===== src/verilog/status_protect_consts.svh =====
// Constant definitions for the status and protection register block.
`ifndef STATUS_PROTECT_CONSTS_SVH
`define STATUS_PROTECT_CONSTS_SVH

// Instruction codes seen on the decoded instruction strobe.
`define INS_WRITE_ENABLE       8'h06
`define INS_WRITE_DISABLE      8'h04
`define INS_WRITE_STATUS_ONE   8'h01
`define INS_WRITE_STATUS_TWO   8'h31
`define INS_WRITE_STATUS_THREE 8'h11
`define INS_SUSPEND            8'h75
`define INS_RESUME             8'h7a
`define INS_ENTER_QUAD         8'h38
`define INS_EXIT_QUAD          8'hff
`define INS_PREFIX_FIRST       8'haa
`define INS_PREFIX_SECOND      8'h55

// Field positions in the first status byte.
`define POS_WEL     1
`define POS_BP_LSB  2
`define POS_TB      5
`define POS_SEC     6
`define POS_GUARD   7

// Field positions in the second status byte.
`define POS_SRL     0
`define POS_QE      1
`define POS_LB_LSB  3
`define POS_CMP     6
`define POS_SUS     7

// Field positions in the third status byte.
`define POS_WPS     2
`define POS_DRV_LSB 5
`define POS_HOLDRST 7

// Factory reset values.
`define RST_BP      3'h0
`define RST_DRV     2'h3
`define RST_QE      1'b0
`define RST_LB      3'h0

// Output drive strength in percent.
`define DRV_PCT_FULL    7'h64
`define DRV_PCT_THREEQ  7'h4b
`define DRV_PCT_HALF    7'h32
`define DRV_PCT_QUARTER 7'h19

// Array geometry in bytes.
`define FULL_SIZE   23'h400000
`define BLOCK_SIZE  23'h010000
`define SECTOR_SIZE 23'h001000
`define TOP_ADDR    22'h3fffff

`endif


===== src/verilog/status_protect_pkg.sv =====
// Types shared by the status and protection register block.
package status_protect_pkg;
   // Progress through the permanent-lock prefix sequence.
   typedef enum logic [1:0] {
      PFX_IDLE  = 2'b00,
      PFX_FIRST = 2'b01,
      PFX_ARMED = 2'b10
   } prefix_state_type;
   typedef logic [21:0] flash_addr_type;   // Byte address in the array.
   typedef logic [22:0] region_size_type;  // Region size, up to the whole array.
endpackage


===== src/verilog/protect_cfg_if.sv =====
// Interface carrying protection fields to the region decoder and its result back.
`timescale 1ns/1ps
`default_nettype none
interface protect_cfg_if;
   import status_protect_pkg::*;
   logic           sec;   // Fine grain select.
   logic           tb;    // Top or bottom select.
   logic           cmp;   // Complement protect.
   logic           protect_scheme_select;   // Protect scheme select.
   logic [2:0]     bp;    // Block protect field.
   logic           none;  // No area protected by the field scheme.
   flash_addr_type lo;    // Lowest protected byte.
   flash_addr_type hi;    // Highest protected byte.
   modport cfg (output sec, tb, cmp, protect_scheme_select, bp, input none, lo, hi);
   modport dec (input sec, tb, cmp, protect_scheme_select, bp, output none, lo, hi);
endinterface
`default_nettype wire


===== src/verilog/protect_region_decode.sv =====
// Decoder from the protection fields to one contiguous protected address range.
`timescale 1ns/1ps
`default_nettype none
`include "status_protect_consts.svh"
module protect_region_decode
   import status_protect_pkg::*;
(
   protect_cfg_if.dec cfg
);

   ////////////////////////////////////////////////////////////////////////////
   // Size selected by the field before any complement is applied.
   function automatic region_size_type base_size(input logic sec, input logic [2:0] bp);
      region_size_type size;
      size = '0;
      if (bp == 3'h0) begin
         size = '0;
      end else if (bp == 3'h7) begin
         size = `FULL_SIZE;
      end else if (sec) begin
         // Sector steps stop at 32KB, so codes 100 to 110 all mean 32KB.
         size = bp[2] ? (`SECTOR_SIZE << 2'h3) : (`SECTOR_SIZE << (bp[1:0] - 2'h1));
      end else begin
         size = `BLOCK_SIZE << (bp - 3'h1);
      end
      return size;
   endfunction

   ////////////////////////////////////////////////////////////////////////////
   // The complement of a top region is a bottom region of the remaining size,
   // so one size and one side describe both cases without a second table.
   always_comb begin
      region_size_type size;
      logic            bottom;
      size   = base_size(cfg.sec, cfg.bp);
      bottom = cfg.tb;
      if (cfg.cmp) begin
         size   = `FULL_SIZE - size;
         bottom = ~cfg.tb;
      end
      // The field scheme steps aside when the lock array is selected.
      cfg.none = cfg.protect_scheme_select || (size == '0);
      if (bottom) begin
         cfg.lo = '0;
         cfg.hi = 22'(size - 23'h1);
      end else begin
         cfg.lo = 22'(`FULL_SIZE - size);
         cfg.hi = `TOP_ADDR;
      end
   end

endmodule
`default_nettype wire


===== src/verilog/status_protect_regs.sv =====
// Status and configuration register bank with status-write protection.
// Operation
// - Guard bit selects software or pin protection.
// - Lockdown bit: temporary or permanent status lock.
// - Guard and lockdown clear: writes need latch.
// - Guard set, pin low: reject status writes.
// - Guard set, pin high: writes need latch.
// - Lockdown refuses writes until power cycle.
// - Prefix pair before lockdown write makes permanent.
// - Suspend flag set by suspend, cleared by resume.
// - Three sticky one-time security area lock bits.
// - Quad enable turns protect and pause pins off.
// - Enter four-wire mode ignored without quad enable.
// - Four-wire mode keeps quad enable set.
// - Scheme select picks field or lock array.
// - Lock array preset to ones after reset.
// - Two drive bits decode strength, default quarter.
// - Pin select bit: pause or reset input.
// - Quad enable disables pause and reset functions.
// - Reserved bits ignore writes, read as zero.
// - Protect field decodes top or bottom region.
// - Complement bit inverts the protected region.
// - Write enable instruction sets the latch.
`timescale 1ns/1ps
`default_nettype none
`include "status_protect_consts.svh"
module status_protect_regs
   import status_protect_pkg::*;
(
   input  wire logic        SYS_CLK,            // System clock, 20 MHz.
   input  wire logic        RESET,              // Synchronous reset, active high.
   input  wire logic        POWER_CYCLE,        // Pulse marking a power-down, power-up cycle.
   input  wire logic        WP_N_PIN,           // Write-protect pin, active low, asynchronous.
   input  wire logic        INSTR_VALID,        // Pulse: one decoded instruction.
   input  wire logic [7:0]  INSTR_CODE,         // Instruction code with the pulse.
   input  wire logic [7:0]  INSTR_DATA,         // Data byte for status writes.
   output var  logic [7:0]  STATUS_ONE,         // First status byte.
   output var  logic [7:0]  STATUS_TWO,         // Second status byte.
   output var  logic [7:0]  STATUS_THREE,       // Third status byte.
   output var  logic        FOUR_WIRE_MODE,     // Four-wire command mode active.
   output var  logic        WP_PIN_ACTIVE,      // Protect pin carries its control function.
   output var  logic        PAUSE_PIN_ENABLE,   // Shared pin acts as bus pause.
   output var  logic        RESET_PIN_ENABLE,   // Shared pin acts as hardware reset.
   output var  logic [6:0]  DRIVE_PERCENT,      // Read output drive strength.
   output var  logic        LOCK_ARRAY_PRESET,  // Pulse: set all lock array bits to one.
   output var  logic        AREA_PROTECT_NONE,  // Field scheme protects nothing.
   output var  logic [21:0] AREA_PROTECT_LO,    // Lowest protected byte.
   output var  logic [21:0] AREA_PROTECT_HI,    // Highest protected byte.
   output var  logic        STATUS_LOCKED_FOREVER, // Permanent status lock taken.
   output var  logic        WRITE_REFUSED       // Pulse: a status write was discarded.
);

   ////////////////////////////////////////////////////////////////////////////
   // Declarations.
   logic             wp_s1_r, wp_s2_r, wp_s3_r; // Pin synchroniser chain.
   logic             wp_high_r;                 // Debounced pin level.
   logic             wel_r;                     // Write enable latch.
   logic             guard_r;                   // Status guard bit.
   logic             sec_r, tb_r;               // Fine grain and top/bottom select.
   logic [2:0]       bp_r;                      // Block protect field.
   logic             srl_r;                     // Status lockdown bit.
   logic             otp_r;                     // Permanent lock, survives power cycles.
   logic             qe_r;                      // Quad enable.
   logic [2:0]       lock_r;                    // Security area locks, three down to one.
   logic             cmp_r;                     // Complement protect.
   logic             sus_r;                     // Erase paused flag.
   logic             wps_r;                     // Protect scheme select.
   logic [1:0]       drv_r;                     // Drive strength, high and low bit.
   logic             hold_rst_r;                // Shared pin function select.
   logic             quad_r;                    // Four-wire command mode.
   prefix_state_type pfx_r, pfx_nxt;            // Prefix sequence tracker.
   logic             is_wr, write_ok, accept;   // Status write decode.
   protect_cfg_if    pcfg();                    // Link to the region decoder.

   ////////////////////////////////////////////////////////////////////////////
   // True for any of the three status write instructions.
   function automatic logic is_status_write(input logic [7:0] code);
      return (code == `INS_WRITE_STATUS_ONE) || (code == `INS_WRITE_STATUS_TWO) ||
             (code == `INS_WRITE_STATUS_THREE);
   endfunction

   // Percent figure for the two drive bits.
   function automatic logic [6:0] drive_pct(input logic [1:0] drv);
      logic [6:0] pct;
      pct = `DRV_PCT_QUARTER;
      case (drv)
         2'h0: pct = `DRV_PCT_FULL;
         2'h1: pct = `DRV_PCT_THREEQ;
         2'h2: pct = `DRV_PCT_HALF;
         default: pct = `DRV_PCT_QUARTER;
      endcase
      return pct;
   endfunction

   ////////////////////////////////////////////////////////////////////////////
   // The pin is asynchronous, so it passes three flops and a new level is only
   // believed once the second and third stages agree.
   always_ff @(posedge SYS_CLK) begin
      wp_s1_r <= WP_N_PIN;
      wp_s2_r <= wp_s1_r;
      wp_s3_r <= wp_s2_r;
      if (RESET) begin
         wp_high_r <= 1'b1;
      end else if (wp_s2_r == wp_s3_r) begin
         wp_high_r <= wp_s3_r;
      end
   end

   ////////////////////////////////////////////////////////////////////////////
   // Write permission. The pin only counts while quad enable is clear, because
   // with quad enable set the pin is a data line.
   assign is_wr    = INSTR_VALID && is_status_write(INSTR_CODE);
   assign write_ok = wel_r &&
                     !srl_r && !otp_r &&
                     !(guard_r && !qe_r && !wp_high_r);
   assign accept   = is_wr && write_ok && !POWER_CYCLE;

   ////////////////////////////////////////////////////////////////////////////
   // Write enable latch: set by write enable, cleared by write disable, by any
   // status write and by a power cycle.
   always_ff @(posedge SYS_CLK) begin
      if (RESET || POWER_CYCLE) begin
         wel_r <= 1'b0;
      end else if (INSTR_VALID && INSTR_CODE == `INS_WRITE_ENABLE) begin
         wel_r <= 1'b1;
      end else if (is_wr || (INSTR_VALID && INSTR_CODE == `INS_WRITE_DISABLE)) begin
         wel_r <= 1'b0;
      end
   end

   ////////////////////////////////////////////////////////////////////////////
   // First status byte fields. These are non-volatile, so a power cycle keeps them.
   always_ff @(posedge SYS_CLK) begin
      if (RESET) begin
         guard_r <= 1'b0;
         sec_r   <= 1'b0;
         tb_r    <= 1'b0;
         bp_r    <= `RST_BP;
      end else if (accept && INSTR_CODE == `INS_WRITE_STATUS_ONE) begin
         guard_r <= INSTR_DATA[`POS_GUARD];
         sec_r   <= INSTR_DATA[`POS_SEC];
         tb_r    <= INSTR_DATA[`POS_TB];
         bp_r    <= INSTR_DATA[`POS_BP_LSB +: 3];
      end
   end

   ////////////////////////////////////////////////////////////////////////////
   // Second status byte fields. The lockdown bit is volatile unless made
   // permanent; the security locks only ever gain ones.
   always_ff @(posedge SYS_CLK) begin
      if (RESET) begin
         srl_r  <= 1'b0;
         otp_r  <= 1'b0;
         qe_r   <= `RST_QE;
         lock_r <= `RST_LB;
         cmp_r  <= 1'b0;
      end else if (POWER_CYCLE) begin
         // A permanent lock holds the lockdown bit through the cycle.
         srl_r <= otp_r;
      end else if (accept && INSTR_CODE == `INS_WRITE_STATUS_TWO) begin
         srl_r  <= INSTR_DATA[`POS_SRL];
         // Only the prefix pair right before this write makes the lock permanent.
         otp_r  <= INSTR_DATA[`POS_SRL] && (pfx_r == PFX_ARMED);
         qe_r   <= INSTR_DATA[`POS_QE] || quad_r;
         lock_r <= lock_r | INSTR_DATA[`POS_LB_LSB +: 3];
         cmp_r  <= INSTR_DATA[`POS_CMP];
         // The suspend flag and the reserved bit of this byte are not writable.
      end
   end

   ////////////////////////////////////////////////////////////////////////////
   // Third status byte fields. Reserved positions are simply never stored.
   always_ff @(posedge SYS_CLK) begin
      if (RESET) begin
         wps_r      <= 1'b0;
         drv_r      <= `RST_DRV;
         hold_rst_r <= 1'b0;
      end else if (accept && INSTR_CODE == `INS_WRITE_STATUS_THREE) begin
         wps_r      <= INSTR_DATA[`POS_WPS];
         drv_r      <= INSTR_DATA[`POS_DRV_LSB +: 2];
         hold_rst_r <= INSTR_DATA[`POS_HOLDRST];
      end
   end

   ////////////////////////////////////////////////////////////////////////////
   // Suspend flag and four-wire command mode, both volatile.
   always_ff @(posedge SYS_CLK) begin
      if (RESET || POWER_CYCLE) begin
         sus_r  <= 1'b0;
         quad_r <= 1'b0;
      end else if (INSTR_VALID) begin
         if (INSTR_CODE == `INS_SUSPEND) begin
            sus_r <= 1'b1;
         end else if (INSTR_CODE == `INS_RESUME) begin
            sus_r <= 1'b0;
         end
         if (INSTR_CODE == `INS_ENTER_QUAD && qe_r) begin
            quad_r <= 1'b1;
         end else if (INSTR_CODE == `INS_EXIT_QUAD) begin
            quad_r <= 1'b0;
         end
      end
   end

   ////////////////////////////////////////////////////////////////////////////
   // Prefix tracker. The pair must be the last two instructions before the
   // lockdown write; anything else in between disarms it, which keeps a stray
   // byte from making the lock permanent.
   always_comb begin
      pfx_nxt = pfx_r;
      case (pfx_r)
         PFX_IDLE: begin
            if (INSTR_CODE == `INS_PREFIX_FIRST) begin
               pfx_nxt = PFX_FIRST;
            end
         end
         PFX_FIRST: begin
            pfx_nxt = (INSTR_CODE == `INS_PREFIX_SECOND) ? PFX_ARMED : PFX_IDLE;
         end
         default: begin
            pfx_nxt = PFX_IDLE;
         end
      endcase
   end

   // State register for the prefix tracker.
   always_ff @(posedge SYS_CLK) begin
      if (RESET || POWER_CYCLE) begin
         pfx_r <= PFX_IDLE;
      end else if (INSTR_VALID) begin
         pfx_r <= pfx_nxt;
      end
   end

   ////////////////////////////////////////////////////////////////////////////
   // Region decoder for the field scheme.
   assign pcfg.sec = sec_r;
   assign pcfg.tb  = tb_r;
   assign pcfg.cmp = cmp_r;
   assign pcfg.protect_scheme_select = wps_r;
   assign pcfg.bp  = bp_r;

   protect_region_decode u_decode (
      .cfg (pcfg.dec)
   );

   ////////////////////////////////////////////////////////////////////////////
   // Output registers. Every output lags the internal state by one cycle, a
   // trade for clean flop-driven outputs. Reserved bits read as zero.
   always_ff @(posedge SYS_CLK) begin
      if (RESET) begin
         STATUS_ONE            <= 8'h00;
         STATUS_TWO            <= 8'h00;
         STATUS_THREE          <= 8'h00;
         FOUR_WIRE_MODE        <= 1'b0;
         WP_PIN_ACTIVE         <= 1'b0;
         PAUSE_PIN_ENABLE      <= 1'b0;
         RESET_PIN_ENABLE      <= 1'b0;
         DRIVE_PERCENT         <= `DRV_PCT_QUARTER;
         LOCK_ARRAY_PRESET     <= 1'b1;
         AREA_PROTECT_NONE     <= 1'b1;
         AREA_PROTECT_LO       <= 22'h000000;
         AREA_PROTECT_HI       <= 22'h000000;
         STATUS_LOCKED_FOREVER <= 1'b0;
         WRITE_REFUSED         <= 1'b0;
      end else begin
         STATUS_ONE            <= {guard_r, sec_r, tb_r, bp_r, wel_r, 1'b0};
         STATUS_TWO            <= {sus_r, cmp_r, lock_r, 1'b0, qe_r, srl_r};
         STATUS_THREE          <= {hold_rst_r, drv_r, 2'b00, wps_r, 2'b00};
         FOUR_WIRE_MODE        <= quad_r;
         WP_PIN_ACTIVE         <= !qe_r;
         PAUSE_PIN_ENABLE      <= !qe_r && !hold_rst_r;
         RESET_PIN_ENABLE      <= !qe_r && hold_rst_r;
         DRIVE_PERCENT         <= drive_pct(drv_r);
         LOCK_ARRAY_PRESET     <= POWER_CYCLE;
         AREA_PROTECT_NONE     <= pcfg.none;
         AREA_PROTECT_LO       <= pcfg.lo;
         AREA_PROTECT_HI       <= pcfg.hi;
         STATUS_LOCKED_FOREVER <= otp_r;
         WRITE_REFUSED         <= is_wr && !accept;
      end
   end

   logic [15:0] cfg_bundle;  // All writable status fields together.
   assign cfg_bundle = {guard_r, sec_r, tb_r, bp_r, srl_r, qe_r, lock_r, cmp_r, wps_r, drv_r, hold_rst_r};
endmodule
`default_nettype wire


===== config.mk =====
export PLATFORM = sky130hd
export DESIGN_NAME = status_protect_regs
export DESIGN_NICKNAME = d
export VERILOG_FILES = /design/src/verilog/status_protect_pkg.sv /design/src/verilog/protect_cfg_if.sv /design/src/verilog/protect_region_decode.sv /design/src/verilog/status_protect_regs.sv
export VERILOG_INCLUDE_DIRS = /design/src /design/src/verilog
export SDC_FILE = /design/constraint.sdc
export NUM_CORES = 1
export LEC_CHECK = 0
export BUFFER_PORTS_ARGS = -buffer_cell sky130_fd_sc_hd__buf_2
export CAP_MARGIN = 0
export CORE_MARGIN = 10
export CORE_UTILIZATION = 55
export CTS_CLUSTER_SIZE = 25
export DETAILED_ROUTE_END_ITERATION = 8
export PLACE_DENSITY = 0.85
export SKIP_LAST_GASP = 1
export SLEW_MARGIN = 20
export SYNTH_ARGS = -nofsm -noshare
export SYNTH_HDL_FRONTEND = slang
export SYNTH_SLANG_ARGS = --single-unit

===== constraint.sdc =====
create_clock -name SYS_CLK -period 9.7 [get_ports SYS_CLK]
set_input_delay 0.485 -clock SYS_CLK [delete_from_list [all_inputs] [get_ports SYS_CLK]]
set_output_delay 0.485 -clock SYS_CLK [all_outputs]
set_load 0.05 [all_outputs]

[Yosys cells after proc, flatten, opt, wreduce, memory -nomap -nowiden]
Index checks and enable logic that the tools add are counted.
Storage, ports and cells
  bits in registers: 109
  output and inout bits: 83
  word-level logic and storage cells: 129
Operators by class
  $add $sub $neg: 5
  equality and inequality tests: 18
  shift operators: 2
  multiplexer cells: 19
  bitwise logic cells: 3
  reduce and logical (&&, ||, !) cells: 45
Operators with widths (count)
  $mux 23: 5
  $eq 8x7->1 const B: 3
  $logic_not 23->1: 1
  $shl 13x2->23 const A: 1
  $shl 17x3->23 const A: 1
  $sub 23x23->23 const A: 1
  $mux 22: 1
  $sub 1x22->22 const A: 1
  $sub 22x1->22 const B: 1
  $pmux 7 s3: 1
  $logic_and 1x1->1: 18
  $eq 8x3->1 const B: 2
  $eq 8x6->1 const B: 2
  $eq 8x8->1 const B: 2
  $mux 1: 9
  $eq 8x1->1 const B: 1
  $eq 8x5->1 const B: 1
  $logic_not 1->1: 8
  $reduce_and 2->1: 4
  $reduce_bool 2->1: 4
  $logic_or 1x1->1: 6
  $eq 2x1->1 const B: 2
  $eq 2x2->1 const B: 2
  $logic_not 2->1: 2
  other kinds (11): 13

[Logic depth before layout (Yosys ltp)]
  depth after elaboration: 10
  mapped depth: 12

[Hierarchy]
From an unflattened synthesis, not the netlist that was laid out.
Unflattened totals
  cell total of the unflattened synthesis: 453
  area total of the unflattened synthesis: 4460.5 um2
By module, submodules not included
  status_protect_regs: times used 1, cells an instance 292, area an instance 3276.9 um2, sequential area each 2042.0 um2
  protect_region_decode: times used 1, cells an instance 161, area an instance 1183.6 um2, sequential area each 0.0 um2

[Least setup slack after synthesis]
Ideal clock, no wire load.
  path kind: register to register
  start point: reg bp_r[1]
  end point: reg AREA_PROTECT_HI[21]
  arrival: 3029 ps
  data required time: 9584 ps
  slack: 6555 ps
  stages on the path, launching flop included: 12
  path buffers: 2
  cells stage by stage: dfxtp_1 > buf_6 > or2_2 > clkbuf_1 > ha_1 > or4b_4 > mux2i_1 > a31oi_1 > nor3_4 > nand4b_2 > or4_1 > a31o_1
On the way
  longest elaborated chain between the ends: 10
  elaborated cells on any way between the ends: 14
  those cells by class: 4 x add/sub; 1 x eq/ne; 2 x shift; 6 x mux; 1 x reduce/logical
RTL lines
  from (decl): line status_protect_regs.sv:60  | logic [2:0] bp_r;
  from (signal assigned): line status_protect_regs.sv:138  | bp_r <= `RST_BP;
  from (signal assigned): line status_protect_regs.sv:143  | bp_r <= INSTR_DATA[`POS_BP_LSB +: 3];
  parallel branches: the longest is 5 deep, another holds $sub 3x1->3
  $mux 23 *: line protect_region_decode.sv:16  | if (bp == 3'h0) begin
  $sub 23x23->23 (no line)
  $mux 23 *: line protect_region_decode.sv:37  | if (cfg.cmp) begin
  $sub 22x1->22 *: line protect_region_decode.sv:45  | cfg.hi = 22'(size - 23'h1);
  $mux 22 *: line protect_region_decode.sv:43  | if (bottom) begin
  to (signal assigned): line status_protect_regs.sv:278  | AREA_PROTECT_HI <= pcfg.hi;
  to (decl): line status_protect_regs.sv:48  | output var logic [21:0] AREA_PROTECT_HI,
Every way passes the cells marked *.
A chain may end at the register's enable or synchronous reset.

[Final worst setup path]
Ends and elaborated chain as after synthesis.

==> summary by stage <==
Outcome
The run finished with clean final reports.

STA
The share of the clock period used by the worst path after layout is 35.0%. The time the final worst path needs with I/O delays and setup is 3.39 ns. The setup TNS after final layout is 0 ns. Static timing analysis puts the maximum clock frequency at 0.295 GHz. The number of setup violations in the final report is 0.

Setup repair after global routing left no endpoint under its margin. The count of endpoints failing hold in the final timing report is 0. The worst-case headroom to the max-slew limit is 44.5%.

Across the routed clock network, the largest skew measured is 0.0107 ns. For the pin with the worst max-slew slack, the measured transition is 0.826 ns. The count of pins over their slew limit is 0.

GRT
The via count of the first global-routing pass is 2555. The aggregate global-route resource usage is 14.8%. The initial antenna violation count was 0.

The global-route wire length before repair is 12000 um. For this run the aggregate overflow at the end of global routing stands at 0. The largest net degree at the start of global routing is 51.

Pwr
The maximum VDD drop is 115 uV. The internal power of the cells totals 456 uW. The switching share of total power is 27.0%.

The leakage component of the power is 1.78 nW. The share of total power in the clock network is 37.7%. For this design the ratio of total power to cell area is 161 nW/um2. The share of power burned in combinational logic is 9.4%. In this run the power spent charging and discharging nets is 169 uW. The proportion of power drawn by flip-flops and latches is 52.8%.

Final layout
The storage element area is 1580 um2. After filler insertion, the fill cell instance count of the layout stands at 483. The number of antenna diodes in the final layout is 0. Leaving out fill and tap cells, the most frequent cell in the layout is sky130_fd_sc_hd__buf_2. The fraction of final layout cells sized beyond drive strength 1 is 24.7%. The layout net count is 464. The multi-input combinational cells in the finished layout cover a total of 1550 um2. Leaving out fill and tap cells, the most frequent cells in the layout are sky130_fd_sc_hd__buf_2, sky130_fd_sc_hd__dfxtp_1, sky130_fd_sc_hd__nor2_1.

The synthesis-to-finish area growth is 14.3%. Leaving out filler cells and counting taps, the final layout contains 513.

Setup path
The worst setup path is launched from a flop. In this run the worst path has a maximum fanout of 18. Counting cells, the worst reg-to-reg path comes to 9.

The worst setup path is of the flop to flop kind. At the worst endpoint, the required time is 9.93 ns. STA classifies the critical path endpoint as a flop. The data arrival time of the critical path is 3.62 ns.

Logic synthesis
The synthesized instance count is 365. Summing every instance area after synthesis gives 3400 um2. The share of synthesized area in the top cell type comes to 46.6%. The count of flip-flops with a built-in enable after synthesis is 0.

Synthesis inferred 79 register bits. The count of warnings emitted by yosys is 0. The cell accounting for the most synthesized area is sky130_fd_sc_hd__dfxtp_1. The share of synthesized flip-flops with an asynchronous set or reset is 0%.

The netlist uses 50 different library cells. Ranked by total cell area, the synthesized netlist is headed by sky130_fd_sc_hd__dfxtp_1, sky130_fd_sc_hd__buf_4, sky130_fd_sc_hd__nor2_1. The proportion of synthesized chip area in sequential cells is 46.6%. Each instance of the synthesized netlist takes up on average 9.31 um2.

The leading register cell type out of synthesis is sky130_fd_sc_hd__dfxtp_1.

Clock tree
The number of clock buffers added by TritonCTS is 9. The CTS root buffer is sky130_fd_sc_hd__clkbuf_8. CTS saw 79 sinks.

TritonCTS built the clock tree. Once the clock tree was built, the setup fixing pass inserted 0 buffers. For the worst-skew pair, the clock arrives at the later sink with an insertion delay of 0.34 ns. In this run the deepest clock path goes through 2 buffers. The H-tree generated during clock tree synthesis spans 3 levels. The count of hold buffers inserted by post-cts repair is 0.

The CTS clock-pin slew for the worst setup and hold paths is 0.08 ns. In this run, post-CTS repair resized a total of 0 instances.

Route
In the final routed layout, each cell accounts on average for 14.4 um. After the first detailed-routing iteration, the DRC count stood at 121. Summed over all layers, the routed wires come to 7370 um. The first-pass detailed-route iteration total is 5.

The average vias per placed instance is 5.20. The total via count in the routed design is 2668. The DRC violation count after routing is 0. Once detail routing completed, the nets flagged for antenna violations numbered 0.

Floorplan
The die span in y is 98.6 um. The initial cell density of the core is 57.0%. The die covers 9720 um2.

The number of core rows is 28. The placeable core area is 5960 um2. The number of top-level pins is 104.

The die is 98.6 um wide.

Placement
After detailed placement, the design holds a cell count of 498. The detailed placer's ending HPWL is 5640 um. Port buffering added 85 buffers.

The final estimated routing congestion in global placement is 0.867.

Min path
The type of the worst min-delay path is input pin to flop. Along the worst hold path, the cell count comes to 1.

Flow run
Across the run, the number of max-cap violations was 0.
area by class of cell:
cell class | count | area share, %
clock inverters | 5 | 1.52
clock buffers | 10 | 3.29
repair buffers | 85 | 11.0
multi-input cells | 248 | 40.0
flip-flops and latches | 79 | 40.7
well taps | 75 | 2.42
inverters | 11 | 1.06
worst paths after layout:
path                            startpoint                   to  slack (ns)
worst max-delay path               bp_r[1]  AREA_PROTECT_HI[21]        6.31
worst min-delay path              WP_N_PIN              wp_s1_r        0.24
worst max register to register     bp_r[1]  AREA_PROTECT_HI[21]        6.31
worst min register to register     wp_s1_r              wp_s2_r        0.33
through the flow:
step	power, mW	utilization, %	setup slack [ns]	area, um2	hold slack [ns]
after global routing	0.646	65.2	6.05	3880	0.220
after floorplan	0.391	-	6.56	3460	0.310
after CTS	0.629	65.2	6.32	3880	0.225
final	0.625	65.2	6.31	3880	0.241
after detailed placement	0.396	62.0	6.34	3690	0.313
after global placement	0.396	62.0	6.46	3690	0.313
cells by family after synthesis:
| family | synth area share, % |
|---|---|
| mux | 3.57 |
| other cells | 0.110 |
| buf+inv | 9.61 |
| flops | 46.6 |
| compound gates | 11.7 |
| fa+ha+maj | 3.31 |
| simple gates | 22.1 |
| xor+xnor | 3.09 |
power groups by stage:
stage	clock network [mW]	logic (mW)	registers [mW]
after floorplan	0	0.0405	0.350
after global routing	0.253	0.0619	0.331
after CTS	0.240	0.0586	0.330
after detailed placement	0	0.0584	0.338
after global placement	0	0.0582	0.338
final	0.236	0.0588	0.330
critical path, stage by stage, from the launching register on:
cell                       delay [ns]
sky130_fd_sc_hd__dfxtp_1         0.48
sky130_fd_sc_hd__or2_2           0.42
sky130_fd_sc_hd__ha_1            0.36
sky130_fd_sc_hd__or4b_4          0.52
sky130_fd_sc_hd__mux2i_1         0.18
sky130_fd_sc_hd__a31oi_1         0.13
sky130_fd_sc_hd__nor3_4          0.28
sky130_fd_sc_hd__nand4b_2        0.17
sky130_fd_sc_hd__or4_1           0.51
sky130_fd_sc_hd__a31o_1          0.23
metal layers:
| metal | vias up | GRT usage [%] | routed length [um] |
|---|---|---|---|
| met2 | 108 | 22.9 | 3280 |
| met5 | - | 0 | 0 |
| met1 | 1218 | 17.3 | 3220 |
| met3 | 6 | 5.94 | 772 |
| met4 | 0 | 7.39 | 93 |
| li1 | 1336 | - | - |
sequential cells by signal (all words and copies together) (netlist names), 2 cells and up:
| register | count |
|---|---|
| AREA_PROTECT_HI | 11 |
| AREA_PROTECT_LO | 10 |
| DRIVE_PERCENT | 6 |
| STATUS_ONE | 7 |
| STATUS_THREE | 4 |
| STATUS_TWO | 7 |
| bp_r | 3 |
| drv_r | 2 |
| lock_r | 3 |
| pfx_r | 2 |
synth_stat cells (5+ instances only):
cell type and count:
sky130_fd_sc_hd__inv_1 10, sky130_fd_sc_hd__o21ai_0 21, sky130_fd_sc_hd__nor3_1 6, sky130_fd_sc_hd__nor2b_1 22
sky130_fd_sc_hd__a31oi_1 7, sky130_fd_sc_hd__clkbuf_1 13, sky130_fd_sc_hd__mux2i_1 11, sky130_fd_sc_hd__nand4b_1 5
sky130_fd_sc_hd__dfxtp_1 79, sky130_fd_sc_hd__a21oi_1 10, sky130_fd_sc_hd__and2_1 15, sky130_fd_sc_hd__nand2b_1 7
sky130_fd_sc_hd__nand2_1 11, sky130_fd_sc_hd__a21o_1 5, sky130_fd_sc_hd__nand4_1 5, sky130_fd_sc_hd__nor2_1 40
sky130_fd_sc_hd__buf_4 30, sky130_fd_sc_hd__nand3_1 6, sky130_fd_sc_hd__xor2_1 9, sky130_fd_sc_hd__ha_1 9
No activity file was read; power rests on OpenSTA's default activity.
